--- config.mk ---
export PLATFORM = sky130hd
export DESIGN_NAME = per_core_video_serializer
export DESIGN_NICKNAME = d
export VERILOG_FILES = /design/src/rtl/video_pin_router.v /design/src/rtl/per_core_video_serializer.v
export VERILOG_INCLUDE_DIRS = /design/src /design/src/rtl
export SDC_FILE = /design/constraint.sdc
export NUM_CORES = 1
export LEC_CHECK = 0
export BUFFER_PORTS_ARGS = -buffer_cell sky130_fd_sc_hd__buf_2
export CAP_MARGIN = 15
export CORE_MARGIN = 3
export CORE_UTILIZATION = 53
export DETAILED_ROUTE_END_ITERATION = 7
export GPL_TIMING_DRIVEN = 0
export MAX_ROUTING_LAYER = met4
export PLACE_DENSITY = 0.8
export SLEW_MARGIN = 30
export SYNTH_ARGS = -nofsm -noshare
export SYNTH_HDL_FRONTEND = slang
export SYNTH_HIERARCHICAL = 1
export SYNTH_SLANG_ARGS = --single-unit
--- constraint.sdc ---
create_clock -name clk_i -period 3.2 [get_ports clk_i]
set_clock_uncertainty 0.05 [all_clocks]
set_input_delay 0.16 -clock clk_i [delete_from_list [all_inputs] [get_ports clk_i]]
set_output_delay 0.16 -clock clk_i [all_outputs]
set_load 0.01 [all_outputs]
--- src/rtl/video_serializer_regs.vh ---
`ifndef VIDEO_SERIALIZER_REGS_VH
`define VIDEO_SERIALIZER_REGS_VH

// reset values of the two software registers
`define VID_CONFIG_RESET        32'h0000_0000
`define VID_SCALE_RESET         32'h0000_0000

// video_config field positions
`define VID_MODE_HI             30
`define VID_MODE_LO             29
`define VID_DEPTH_BIT           28
`define VID_BCAST_CLR_BIT       27
`define VID_BBAND_CLR_BIT       26
`define VID_AUDIO_HI            25
`define VID_AUDIO_LO            23
`define VID_BANK_HI             11
`define VID_BANK_LO             9
`define VID_MASK_HI             7
`define VID_MASK_LO             0

// video_scale field positions
`define VID_PIXEL_HI            19
`define VID_PIXEL_LO            12
`define VID_FRAME_HI            11
`define VID_FRAME_LO            0

// video_mode_field codes
`define VID_MODE_OFF            2'h0
`define VID_MODE_VGA            2'h1
`define VID_MODE_COMP1          2'h2
`define VID_MODE_COMP2          2'h3

// pin_bank_select: codes at or above this are reserved
`define VID_BANK_LIMIT          3'h4

// zero-field meanings, in pll clocks
`define VID_PIXEL_ZERO_CLKS     9'h100
`define VID_FRAME_ZERO_CLKS     13'h1000

// last pixel index per colour depth
`define VID_LAST_PIX_1BIT       5'h1f
`define VID_LAST_PIX_2BIT       5'h0f

`endif

--- src/rtl/video_pin_router.v ---
`timescale 1ns/100ps
`default_nettype none

// steers one video byte onto an eight-pin bank under the pin mask
module video_pin_router (
    input  wire        clk_i,
    input  wire        sys_rst_i,
    input  wire        ce_i,
    input  wire        active_i,
    input  wire [2:0]  bank_i,
    input  wire [7:0]  mask_i,
    input  wire [7:0]  byte_i,
    output reg  [31:0] pin_out_o,
    output reg  [31:0] pin_oe_o
);

    reg  [31:0] out_d;
    reg  [31:0] oe_d;
    wire [7:0]  en;

    assign en = active_i ? mask_i : 8'h00; // RULE_12

    always @* begin
        out_d = 32'h0000_0000;
        oe_d  = 32'h0000_0000;
        case (bank_i) // RULE_11
            3'h0: begin
                out_d[7:0]  = byte_i & en;
                oe_d[7:0]   = en;
            end
            3'h1: begin
                out_d[15:8] = byte_i & en;
                oe_d[15:8]  = en;
            end
            3'h2: begin
                out_d[23:16] = byte_i & en;
                oe_d[23:16]  = en;
            end
            3'h3: begin
                out_d[31:24] = byte_i & en;
                oe_d[31:24]  = en;
            end
            default: begin
                // reserved bank codes leave every pin undriven
                out_d = 32'h0000_0000; // RULE_19
                oe_d  = 32'h0000_0000; // RULE_19
            end
        endcase
    end

    always @(posedge clk_i) begin
        if (sys_rst_i) begin
            pin_out_o <= 32'h0000_0000;
            pin_oe_o  <= 32'h0000_0000;
        end else if (ce_i) begin
            pin_out_o <= out_d;
            pin_oe_o  <= oe_d;
        end
    end

endmodule

`default_nettype wire

--- src/rtl/per_core_video_serializer.v ---
// Function
// RULE_01 - counter A pll must run for timing
// RULE_02 - software starts pll, scale, config, then handoff
// RULE_03 - handoff stalls forever without pll clocks
// RULE_04 - mode 00 off, 01 parallel colour byte
// RULE_05 - modes 10/11 place broadcast and baseband nibbles
// RULE_06 - depth bit: 32x1 or 16x2 pixels
// RULE_07 - bit 27 gates colour on broadcast
// RULE_08 - bit 26 gates colour on baseband
// RULE_09 - bits 25:23 pick aural source core
// RULE_10 - aural source core supplies modulated subcarrier
// RULE_11 - bank field picks pins; codes 100-111 reserved
// RULE_12 - mask gates each pin of bank
// RULE_13 - pixel period in pll clocks, zero=256
// RULE_14 - frame period in pll clocks, zero=4096
// RULE_15 - one pixel and colour long per frame
// RULE_16 - pixels leave least significant first
// RULE_17 - last pixel repeats until frame ends
// RULE_18 - boundary without waiting core latches buses anyway
// RULE_19 - reserved bank code drives no pins
`timescale 1ns/100ps
`default_nettype none
`include "video_serializer_regs.vh"

module per_core_video_serializer (
    input  wire        clk_i,
    input  wire        sys_rst_i,
    input  wire        ce_i,
    input  wire        pll_a_tick_i,
    input  wire [7:0]  aural_pll_i,
    input  wire        config_wr_i,
    input  wire [31:0] config_wdata_i,
    input  wire        scale_wr_i,
    input  wire [31:0] scale_wdata_i,
    input  wire        handoff_wait_i,
    input  wire [31:0] colour_bus_i,
    input  wire [31:0] pixel_bus_i,
    output reg         handoff_done_o,
    output reg         frame_start_o,
    output reg  [31:0] video_config_o,
    output reg  [31:0] video_scale_o,
    output wire [31:0] pin_out_o,
    output wire [31:0] pin_oe_o
);

    localparam [2:0] ST_IDLE  = 3'b001;
    localparam [2:0] ST_SHIFT = 3'b010;
    localparam [2:0] ST_HOLD  = 3'b100;

    // modulates one colour byte: luma in 2:0, colour flag in 3, hue in 7:4
    function [3:0] modulate;
        input [7:0] cbyte;
        input       clr_en;
        input [3:0] phase;
        reg   [3:0] hue_sum;
        reg   [3:0] luma;
        begin
            hue_sum = phase + cbyte[7:4];
            luma    = {1'b0, cbyte[2:0]};
            if (clr_en && cbyte[3]) begin
                if (hue_sum[3])
                    modulate = luma + 4'h1;
                else if (luma != 4'h0)
                    modulate = luma - 4'h1;
                else
                    modulate = 4'h0;
            end else begin
                modulate = luma;
            end
        end
    endfunction

    // maps a stored period field to its clock count, zero meaning full range
    function [12:0] period_of;
        input [11:0] field;
        input        is_frame;
        begin
            if (is_frame)
                period_of = (field == 12'h000) ? `VID_FRAME_ZERO_CLKS
                                               : {1'b0, field};
            else
                period_of = (field[7:0] == 8'h00) ? {4'h0, `VID_PIXEL_ZERO_CLKS}
                                                  : {5'h00, field[7:0]};
        end
    endfunction

    // true on the pll tick that ends a count
    function count_done;
        input [12:0] count;
        input        tick;
        begin
            count_done = tick && (count == 13'h0001);
        end
    endfunction

    // advances the pixel shifter by one pixel of the current depth
    function [31:0] next_shift;
        input [31:0] bits;
        input        two_bit;
        begin
            if (two_bit)
                next_shift = {2'b00, bits[31:2]};
            else
                next_shift = {1'b0, bits[31:1]};
        end
    endfunction

    // picks colour byte k of the colour long
    function [7:0] select_colour;
        input [31:0] colours;
        input [1:0]  idx;
        begin
            case (idx)
                2'h0:    select_colour = colours[7:0];
                2'h1:    select_colour = colours[15:8];
                2'h2:    select_colour = colours[23:16];
                default: select_colour = colours[31:24];
            endcase
        end
    endfunction

    reg  [2:0]  state_q;
    reg  [2:0]  state_d;
    reg  [12:0] frame_cnt_q;
    reg  [8:0]  pixel_cnt_q;
    reg  [4:0]  pix_idx_q;
    reg  [31:0] shift_q;
    reg  [31:0] colours_q;
    reg  [3:0]  phase_q;
    reg  [7:0]  out_byte_q;
    reg  [7:0]  out_byte_d;
    reg         active_q;

    wire [1:0]  mode;
    wire        depth_2bit;
    wire        bcast_clr;
    wire        bband_clr;
    wire [2:0]  audio_sel;
    wire [2:0]  bank;
    wire [7:0]  mask;
    wire [12:0] pixel_clks;
    wire [12:0] frame_clks;
    wire        frame_end;
    wire        pixel_end;
    wire [4:0]  last_idx;
    wire [1:0]  colour_idx;
    wire [7:0]  colour_byte;
    wire [3:0]  bcast_nib;
    wire [3:0]  bband_nib;
    wire [3:0]  bcast_mod;
    wire        aural_bit;

    assign mode       = video_config_o[`VID_MODE_HI:`VID_MODE_LO];
    assign depth_2bit = video_config_o[`VID_DEPTH_BIT];
    assign bcast_clr  = video_config_o[`VID_BCAST_CLR_BIT];
    assign bband_clr  = video_config_o[`VID_BBAND_CLR_BIT];
    assign audio_sel  = video_config_o[`VID_AUDIO_HI:`VID_AUDIO_LO];
    assign bank       = video_config_o[`VID_BANK_HI:`VID_BANK_LO];
    assign mask       = video_config_o[`VID_MASK_HI:`VID_MASK_LO];

    assign pixel_clks = period_of({4'h0, video_scale_o[`VID_PIXEL_HI:`VID_PIXEL_LO]},
                                  1'b0); // RULE_13
    assign frame_clks = period_of(video_scale_o[`VID_FRAME_HI:`VID_FRAME_LO],
                                  1'b1); // RULE_14

    // nothing moves without pll clocks, so a waiting core is never released
    assign frame_end  = count_done(frame_cnt_q, pll_a_tick_i); // RULE_03
    assign pixel_end  = count_done({4'h0, pixel_cnt_q}, pll_a_tick_i);

    assign last_idx   = depth_2bit ? `VID_LAST_PIX_2BIT : `VID_LAST_PIX_1BIT; // RULE_06

    // current pixel sits in the low bits of the shifter
    assign colour_idx = depth_2bit ? shift_q[1:0] : {1'b0, shift_q[0]}; // RULE_06 RULE_16

    assign colour_byte = select_colour(colours_q, colour_idx);

    assign aural_bit  = aural_pll_i[audio_sel]; // RULE_09

    // broadcast nibble carries the aural subcarrier in its top bit
    assign bcast_mod  = modulate(colour_byte, bcast_clr, phase_q); // RULE_07
    assign bcast_nib  = {aural_bit, bcast_mod[2:0]};
    assign bband_nib  = modulate(colour_byte, bband_clr, phase_q); // RULE_08

    // software registers
    always @(posedge clk_i) begin
        if (sys_rst_i) begin
            video_config_o <= `VID_CONFIG_RESET;
            video_scale_o  <= `VID_SCALE_RESET;
        end else if (ce_i) begin
            if (config_wr_i)
                video_config_o <= config_wdata_i;
            if (scale_wr_i)
                video_scale_o  <= scale_wdata_i;
        end
    end

    // frame sequencing
    always @* begin
        state_d = state_q;
        case (state_q)
            ST_IDLE: begin
                if (frame_end)
                    state_d = ST_SHIFT;
            end
            ST_SHIFT: begin
                if (frame_end)
                    state_d = ST_SHIFT;
                else if (pixel_end && (pix_idx_q == last_idx))
                    state_d = ST_HOLD; // RULE_17
            end
            ST_HOLD: begin
                if (frame_end)
                    state_d = ST_SHIFT;
            end
            default: begin
                state_d = ST_IDLE;
            end
        endcase
    end

    always @(posedge clk_i) begin
        if (sys_rst_i) begin
            state_q     <= ST_IDLE;
            frame_cnt_q <= 13'h0001;
            pixel_cnt_q <= 9'h001;
            pix_idx_q   <= 5'h00;
            shift_q     <= 32'h0000_0000;
            colours_q   <= 32'h0000_0000;
            phase_q     <= 4'h0;
        end else if (ce_i) begin
            state_q <= state_d;
            if (pll_a_tick_i)
                phase_q <= phase_q + 4'h1;
            if (frame_end) begin
                // buses are latched whether or not the core waits
                colours_q   <= colour_bus_i; // RULE_15 RULE_18
                shift_q     <= pixel_bus_i; // RULE_15 RULE_18
                frame_cnt_q <= frame_clks; // RULE_14
                pixel_cnt_q <= pixel_clks[8:0]; // RULE_13
                pix_idx_q   <= 5'h00;
            end else if (pll_a_tick_i) begin
                frame_cnt_q <= frame_cnt_q - 13'h0001;
                if (pixel_end) begin
                    pixel_cnt_q <= pixel_clks[8:0]; // RULE_13
                    if (state_q == ST_SHIFT && pix_idx_q != last_idx) begin
                        pix_idx_q <= pix_idx_q + 5'h01;
                        shift_q <= next_shift(shift_q, depth_2bit); // RULE_16
                    end
                end else begin
                    pixel_cnt_q <= pixel_cnt_q - 9'h001;
                end
            end
        end
    end

    // handoff answer and frame marker
    always @(posedge clk_i) begin
        if (sys_rst_i) begin
            handoff_done_o <= 1'b0;
            frame_start_o  <= 1'b0;
        end else if (ce_i) begin
            handoff_done_o <= frame_end && handoff_wait_i; // RULE_03 RULE_15
            frame_start_o  <= frame_end;
        end
    end

    // output byte per video mode
    always @* begin
        out_byte_d = 8'h00;
        case (mode)
            `VID_MODE_VGA:   out_byte_d = colour_byte; // RULE_04
            `VID_MODE_COMP1: out_byte_d = {bcast_nib, bband_nib}; // RULE_05
            `VID_MODE_COMP2: out_byte_d = {bband_nib, bcast_nib}; // RULE_05
            default:         out_byte_d = 8'h00; // RULE_04
        endcase
    end

    always @(posedge clk_i) begin
        if (sys_rst_i) begin
            out_byte_q <= 8'h00;
            active_q   <= 1'b0;
        end else if (ce_i) begin
            out_byte_q <= out_byte_d;
            // no pins are driven until the first frame has been fetched
            active_q   <= (mode != `VID_MODE_OFF) && (state_q != ST_IDLE); // RULE_04
        end
    end

    video_pin_router u_router (
        .clk_i     (clk_i),
        .sys_rst_i (sys_rst_i),
        .ce_i      (ce_i),
        .active_i  (active_q),
        .bank_i    (bank),
        .mask_i    (mask),
        .byte_i    (out_byte_q),
        .pin_out_o (pin_out_o),
        .pin_oe_o  (pin_oe_o)
    );

endmodule

`default_nettype wire

Yosys cells after proc, flatten, opt, wreduce, memory -nomap -nowiden
Index checks and enable logic that the tools add are counted.

Word-level logic and storage cells: 106. Bits in registers: 237. Output and inout port bits: 130. Bits of input ports: 143.

Bitwise logic cells: 1. Add/subtract/negate cells: 7. Reductions and logical operators: 25. Equality and inequality tests: 18. Order comparisons: 1. Multiplexer cells: 39.

Operators with widths (count): $mux 32 (4); $mux 8 (9); $pmux 8 s3 (2); $mux 13 (3); $mux 9 (4); $mux 31 (1); $mux 5 (5); $eq 13x1->1 const B (1); $sub 13x1->13 const B (1); $logic_not 12->1 (1); $mux 3 (4); $mux 4 (3); $reduce_and 2->1 (5); $eq 3x2->1 const B (3); $eq 9x1->1 const B (1); $sub 9x1->9 const B (1); $and 8x8->8 (1); $logic_and 1x1->1 (8); $logic_not 8->1 (1); $reduce_bool 2->1 (4); $eq 2x2->1 const B (3); $eq 3x1->1 const B (2); $pmux 3 s2 (1); $add 5x1->5 const B (1); 21 further kinds (22).

Logic depth before layout (Yosys ltp)
Gate-level depths: netlist of run 1.

Depth after elaboration: 8. Gate-level depth with buffers: 12. Depth with buffers taken out: 10.

By module
The synthesis of run 1 kept the hierarchy.

Modules (own cells, without submodules): per_core_video_serializer (cells an instance 1044, area each 8204.1 µm², times used 1, seq. area each 3463.3 µm²); video_pin_router (cells an instance 202, area each 2250.9 µm², times used 1, seq. area each 1281.2 µm²).

Worst setup path after synthesis of run 1
OpenSTA, ideal clock, no wires.

Path kind: register to register. Start point: register video_config_o[28]. End point: register out_byte_q[2]. Setup time: 91 ps. Buffers on the path: 2. Required time: 3059 ps. Period minus slack after synthesis: 2971 ps. Stages on the path, launching flop included: 12. Slack: 229 ps. Arrival time: 2830 ps. Cells stage by stage: dfxtp_1 buf_4 nand2_4 mux4_2 ha_1 and3_1 a221oi_2 xnor2_2 buf_6 o21ai_0 a221o_1 a311oi_1.

Longest elaborated chain between the ends: 8. Elaborated cells on any way between the ends: 16. Those cells by class: add/sub (3); eq/ne (2); mux (7); reduce/logical (4).

RTL lines: start: declaration (RTL line per_core_video_serializer.v:40) `output reg [31:0] video_config_o,`; start signal: assignment (RTL line per_core_video_serializer.v:187) `` video_config_o <= `VID_CONFIG_RESET; ``; start signal: assignment (RTL line per_core_video_serializer.v:191) `video_config_o <= config_wdata_i;`; $mux 2 * (RTL line per_core_video_serializer.v:173) `assign colour_idx = depth_2bit ? shift_q[1:0] : {1'b0, shift_q[0]};`; $eq 2x2->1, or another cell as far along (RTL line per_core_video_serializer.v:113) `case (idx)`; $pmux 8 s3 * (RTL line per_core_video_serializer.v:113); $sub 3x1->4 or $reduce_bool 3->1 (tied branches) (RTL line per_core_video_serializer.v:64, per_core_video_serializer.v:63); $mux 4 (RTL line per_core_video_serializer.v:63) `else if (luma != 4'h0)`; $mux 4 (RTL line per_core_video_serializer.v:61) `if (hue_sum[3])`; $mux 3 or $mux 4 (tied branches) (RTL line per_core_video_serializer.v:60) `if (clr_en && cbyte[3]) begin`; $pmux 8 s3 * (RTL line per_core_video_serializer.v:270) `case (mode)`; end signal: assignment (RTL line per_core_video_serializer.v:283) `out_byte_q <= out_byte_d;`; end: declaration (RTL line per_core_video_serializer.v:130) `reg [7:0] out_byte_q;`.

Every way passes the cells marked *; elsewhere a longest branch is shown, timed or not. A chain may end at the register's enable or synchronous reset.

Final worst setup path of run 1
Ends and elaborated chain as after synthesis.

==> results of run 1 <==
## repair_timing
item | 4_1_cts | 5_1_grt
setup endpoints to repair | 5 | 7
hold buffers | 98 | 0
buffers inserted | 2 | 3
hold endpoints to repair | 98 | 0
gates resized for setup | 2 | 8
pin swaps | 2 | 4
## layer usage
layer | part of all wire, % | vias up | routed length (um)
li1 | - | 5175 | -
met1 | 39 | 5107 | 13000
met2 | 49 | 538 | 16400
met3 | 7.9 | 145 | 2670
met4 | 5.0 | 0 | 1700
met5 | 0 | - | 0
## stage by stage
| step | area, um2 | setup WS [ns] | setup TNS [ns] | total power (W) | hold WS (ns) |
|---|---|---|---|---|---|
| after floorplan | 10500 | 0.229 | 0 | 0.00429 | 0.246 |
| after CTS | 14000 | 0.00847 | 0 | 0.00783 | 0.000913 |
| after detailed placement | 12100 | -0.108 | -0.318 | 0.00475 | 0.358 |
| final | 14100 | 0.127 | 0 | 0.00788 | 0.00843 |
| after global routing | 14100 | 0.0302 | 0 | 0.00820 | 0.0261 |
| after global placement | 12100 | -0.0865 | -0.234 | 0.00471 | 0.350 |
## where the power goes
part           total, W  internal (W)  switching (W)  leakage, nW
sequential      0.00327       0.00312       0.000154         1.92
combinational   0.00159      0.000619       0.000966         3.26
clock           0.00302       0.00181        0.00121        0.414
total           0.00788       0.00555        0.00233         5.59
## how the worst min path moves through the flow
stage                             startpoint                  to  slack (ns)  cells past startpoint
after floorplan              colour_bus_i[0]        colours_q[0]        0.25                      2
after global placement      scale_wdata_i[7]    video_scale_o[7]        0.35                      3
after detailed placement  config_wdata_i[27]  video_config_o[27]        0.36                      3
after CTS                    pixel_bus_i[30]         shift_q[30]      0.0009                      5
after global routing         pixel_bus_i[30]         shift_q[30]        0.03                      5
final                        pixel_bus_i[30]         shift_q[30]       0.008                      5
## worst max-delay path: cells and delay by family, from the launching register on
| family | cells | cell delay [ns] |
|---|---|---|
| AOI/OAI and AO/OA | 4 | 0.98 |
| buffers and inverters | 1 | 0.19 |
| and+or+nand+nor | 2 | 0.31 |
| xor gates and xnor gates | 1 | 0.21 |
| DFF | 1 | 0.40 |
| adders and majority gates | 1 | 0.28 |
| muxes | 1 | 0.54 |
## state kept, by name, summed over array words and instances (netlist names)
| register | count |
|---|---|
| active_q | 1 |
| colours_q | 32 |
| frame_cnt_q | 13 |
| frame_start_o | 1 |
| handoff_done_o | 1 |
| out_byte_q | 8 |
| phase_q | 4 |
| pix_idx_q | 5 |
| pixel_cnt_q | 9 |
| shift_q | 32 |
| state_q | 3 |
| u_router/pin_oe_o | 32 |
| u_router/pin_out_o | 32 |
| video_config_o | 32 |
| video_scale_o | 32 |
## final cells by class
class / instances / area share [%]
multi-input combinational: 863 / 36.7
sequential: 237 / 33.8
timing repair buffer: 374 / 16.9
clock buffer: 32 / 4.78
buffer: 100 / 3.06
tap: 260 / 2.31
clock inverter: 14 / 1.32
inverter: 44 / 1.18
antenna: 1 / 0.0178
## Yosys cell counts (9+ instances only)
cell type | count | share of area, %
o21ai_0 | 24 | 1.1
nand4b_1 | 9 | 0.75
a21oi_1 | 164 | 7.9
nor3_1 | 15 | 0.72
nand2b_1 | 11 | 0.66
nand3_1 | 12 | 0.57
nand2_1 | 234 | 8.4
o32ai_1 | 28 | 2.3
buf_2 | 14 | 0.67
ha_1 | 12 | 1.4
o2bb2ai_1 | 35 | 2.9
dfxtp_1 | 237 | 45
clkbuf_1 | 81 | 2.9
mux4_2 | 10 | 2.2
inv_1 | 44 | 1.6
a211oi_1 | 33 | 2.4
nand4_1 | 13 | 0.78
mux2i_1 | 38 | 3.6
nor2_1 | 112 | 4.0
## logic make-up (layout without fill, tap and decap cells)
kind of cell	after synthesis	after routing	share of synthesized area (%)
AND/OR/NAND/NOR	461	461	19.9
XOR/XNOR	10	10	0.981
adder cells (fa/ha/maj)	12	12	1.44
flip-flops	237	237	45.4
AO/OA/AOI/OAI	329	329	20.3
buffers and inverters	146	564	5.80
other	0	1	0
multiplexers	51	51	6.15
==> impl_metrics.ini, run 1 <==
[global_route]
antenna_found_initial = 1
use_met3_pct = 4.81
grt_pass1_wl_um = 54200
use_met1_pct = 36.0
grt_usage_pct = 31.1
grt_start_max_net_pins = 15
grt_most_used_layer = met2
grt_pass1_vias = 10800
grt_use_met2_pct = 52.8
grt.overflow.total = 0

[placement]
place_hpwl_um = 22500
dpl.cell_count = 1777
gp_routability_congestion = 0.914
io_buffers = 271

[critical_path]
crit_fanout = 8
crit_path_start = video_config_o[28]
worstSetupStartpointType = flop
crit_end = out_byte_q[2]
crit_chain = nand2_8, mux4_2, ha_1, and3_1, a221oi_2, xnor2_2, buf_6, o21ai_0, a221o_1, a311oi_2
cpPeakStageDelay_ns = 0.54
crit_required_ns = 3.58
r2r-end = out_byte_q[2]
r2r_start = video_config_o[28]
endpoint_kind = flop
reg2regPathDepth = 10
r2r_slack_ns = 0.13
crit_arrival_ns = 3.46
path_class = flop to flop
cpMaxStageDelayCell = mux4_2

[timing]
max_slew_margin_pct = 43.4
final.period_utilization_pct = 96.0
drv_slew = 0
tightest_slew_ns = 0.841
finalSetupViolCount = 0
finalHoldViolCount = 0
rsz0062_at_grt = no
fin_crit_ns = 3.07
max_clock_freq_ghz = 0.325

[clock_tree]
clk_latency_ns = 0.52
cts.sink_count = 237
clkTransAtPathRegs_ns = 0.06
h-tree-depth = 1
cts-root-buf = clkbuf_16
numCtsBuffers = 25
clockBufferDepth = 3
cts_tree = yes

[synth]
ys_seq_area_share_pct = 45.4
synth_cell_types = 64
async_flop_share_pct = 0
ys_ff_latch = 237
synth_area_per_cell_um2 = 8.39
yosys_warnings = 6
syn_nets = 1401
synth_ff_type = dfxtp_1
synth_edf_count = 0
syn_area_um2 = 10500
syn_inst = 1246

[routing]
drtPass1Iterations = 5
wl_per_cell_um = 17.6
num_vias = 11000
avgViaCountPerCell = 5.70
drc = 0
drtIter0Drc = 684
routed_wl_um = 33900
ant_nets = 0

[cells_and_area]
final_util_pct = 73.9
area_growth_pct = 34.4
seqCellArea_um2 = 4750
fin_nets = 1800
layout-drive-gt1-share_pct = 22.6
fin_cells = 1925
final_cell_mix = buf_2, dfxtp_1, nand2_1, a21oi_1, nor2_1
layout_commonest_cell = buf_2
num-fill-cells = 1451
multiInputGateArea_um2 = 5150

[die]
die_height_um = 146
num_rows = 50
die_w_um = 146
start_util_pct = 55.0
io_pins = 273
dieArea_um2 = 21400
fp.coreArea_um2 = 19000

[outcome]
outcome = complete, no violations

[worst_hold_path]
worstHoldPathType = input port to flop

[run]
cap_violations = 0

[power]
power_per_cell_area_nw_per_um2 = 561
max-vdd-ir-drop_uv = 404
p_leak_nw = 5.59
(Power assumes the default switching activity.)
==> inputs of run 2 (changes only) <==
ABC_AREA = 1   (was unset)
CELL_PAD_IN_SITES_DETAIL_PLACEMENT = 1   (was unset)
CELL_PAD_IN_SITES_GLOBAL_PLACEMENT = 2   (was unset)
CORE_UTILIZATION = 29   (was 53)
PLACE_DENSITY = unset   (was 0.8)
PLACE_DENSITY_LB_ADDON = 0.1   (was unset)
==> impl_metrics.ini, run 2 <==
[cells_and_area]
multiInputGateArea_um2 = 5060
layout_commonest_cell = nand2_1
area_growth_pct = 38.9
num-fill-cells = 4521
fin_nets = 2064
layout-drive-gt1-share_pct = 20.2
final_cell_mix = nand2_1, buf_2, dfxtp_1, nor2_1, a21oi_1
final_util_pct = 41.3
seqCellArea_um2 = 4740

[synth]
syn_area_um2 = 10700
synth_ff_type = dfxtp_1
ys_top_cells_by_count = nand2_1, dfxtp_1, nor2_1, a21oi_1, o21ai_0
yosys_warnings = 6
ys_seq_area_share_pct = 44.4
async_flop_share_pct = 0
synth_top_area_share_pct = 44.4
synth_most_common_cell = nand2_1
synth_area_leaders = dfxtp_1, nand2_1, nor2_1, a21oi_1, o21ai_0
synth_cell_types = 47
ys_ff_latch = 237
syn_inst = 1478
syn_nets = 1633
synth_edf_count = 0
synth.largest_area_cell = dfxtp_1
synth_area_per_cell_um2 = 7.24

[critical_path]
endpoint_kind = flop
path_class = flop to flop
crit_required_ns = 3.54
r2r_start = shift_q[1]
crit_fanout = 10
r2r-end = out_byte_q[2]
reg2regPathDepth = 18
worstSetupStartpointType = flop
crit_arrival_ns = 3.26
r2r_slack_ns = 0.29

[routing]
ant_nets = 0
wl_per_cell_um = 17.0
drc = 0
avgViaCountPerCell = 4.76
routed_wl_um = 40700
drtPass1Iterations = 4
drtIter0Drc = 379
num_vias = 11400

[clock_tree]
cts-root-buf = clkbuf_16
cts.sink_count = 237
post_cts_buffers = 0
clkTransAtPathRegs_ns = 0.06
clockBufferDepth = 3
h-tree-depth = 1
cts_tree = yes
numCtsBuffers = 29
clk_latency_ns = 0.54

[timing]
final.period_utilization_pct = 91.1
finalHoldViolCount = 0
finalSetupViolCount = 0
fin_crit_ns = 2.91
tightest_slew_ns = 0.822
max_clock_freq_ghz = 0.343
drv_slew = 0
max_slew_margin_pct = 45.2
hold_ws_ns = 0.00775
fin_setup_tns_ns = 0
rsz0062_at_grt = no

[die]
dieArea_um2 = 39200
die_height_um = 198
start_util_pct = 29.8
fp.coreArea_um2 = 35900
num_rows = 69
die_w_um = 198
io_pins = 273

[outcome]
outcome = complete, no violations

[power]
power_per_cell_area_nw_per_um2 = 567
p_leak_nw = 6.21
max-vdd-ir-drop_uv = 353

[worst_hold_path]
hold_start = config_wdata_i[28]
min_path_cells = 3
hold_path_end = video_config_o[28]
worstHoldPathType = input port to flop

[global_route]
grt_pass1_wl_um = 64700
antenna_found_initial = 1
grt_pass1_vias = 11800
grt.overflow.total = 0
grt_usage_pct = 21.1
grt_start_max_net_pins = 14

[placement]
gp_routability_congestion = 0.849
io_buffers = 272
place_hpwl_um = 30300

[run]
cap_violations = 0
-- run 2: cell types whose count changed after synthesis, moves of 33 or more --
| cell | before | now |
|---|---|---|
| inv_1 | 44 | 120 |
| o2bb2ai_1 | 35 | 0 |
| nand2_1 | 234 | 304 |
| o21ai_0 | 24 | 129 |
| nand3_1 | 12 | 76 |
| mux2i_1 | 38 | 0 |
| o211ai_1 | 2 | 38 |
| a21oi_1 | 164 | 131 |
| nor2_1 | 112 | 215 |
-- run 2: stage by stage --
step | setup slack (ns) | instances | instance area (um2) | power, W
2_1_floorplan | 0.993 | 1478 | 10700 | 0.00455
4_1_cts | 0.282 | 2389 | 14800 | 0.00856
3_3_place_gp | 0.366 | 2211 | 12600 | 0.00513
3_5_place_dp | 0.315 | 2211 | 12600 | 0.00516
5_1_grt | 0.0258 | 2390 | 14900 | 0.00898
6_report | 0.285 | 2390 | 14900 | 0.00842
-- run 2: cell type report --
type	count	area share [%]
multi-input combinational	1023	34.1
sequential	237	31.9
timing repair buffer	400	17.8
clock buffer	43	5.85
tap	461	3.88
inverter	130	3.29
buffer	88	2.74
clock inverter	7	0.430
antenna	1	0.0169
-- run 2: worst max path at each step --
stage                       start             to  depth (start not counted)
2_1_floorplan  video_config_o[28]  out_byte_q[1]                         17
3_3_place_gp           shift_q[1]  out_byte_q[2]                         18
3_5_place_dp           shift_q[1]  out_byte_q[2]                         18
4_1_cts                shift_q[1]  out_byte_q[2]                         18
5_1_grt                shift_q[1]  out_byte_q[2]                         17
6_report               shift_q[1]  out_byte_q[2]                         18
-- run 2: layer usage --
metal | part of all wire [%] | track usage [%]
met1 | 47 | 28.1
met2 | 46 | 34.4
met3 | 4.6 | 2.94
met4 | 1.6 | 4.09
met5 | 0 | -
-- run 2: kinds of logic after synthesis --
family	after synthesis	share of synthesized area (%)
compound gates	360	20.0
xor+xnor	10	0.819
fa+ha+maj	12	1.40
buf+inv	218	8.37
flops	237	44.4
simple gates	641	25.0
-- run 2: power by group --
part | leakage [nW] | switching [W] | total [W] | internal, W
Combinational | 3.82 | 0.00114 | 0.00182 | 0.000687
Clock | 0.466 | 0.00129 | 0.00322 | 0.00194
Sequential | 1.93 | 0.000176 | 0.00337 | 0.00320
Total | 6.21 | 0.00260 | 0.00842 | 0.00582
-- run 2: worst max-delay path, stage by stage, from the launching register on --
cell,delay [ns]
dfxtp_1,0.40
nand2_1,0.20
buf_4,0.23
o21ai_0,0.10
o21ai_0,0.11
a22oi_1,0.34
ha_1,0.31
nand2_1,0.07
nor2_1,0.04
nand3_1,0.07
nand2_1,0.08
inv_1,0.08
nand2_1,0.10
nand3_1,0.12
nand3_1,0.11
nand3_1,0.09
nand3_1,0.09
nand2_1,0.09
a21oi_1,0.07
-- run 2: repair_timing --
item	in CTS	in global routing
resized for setup	0	1
setup endpoints to repair	0	1
hold buffers	128	0
hold endpoints to repair	128	0
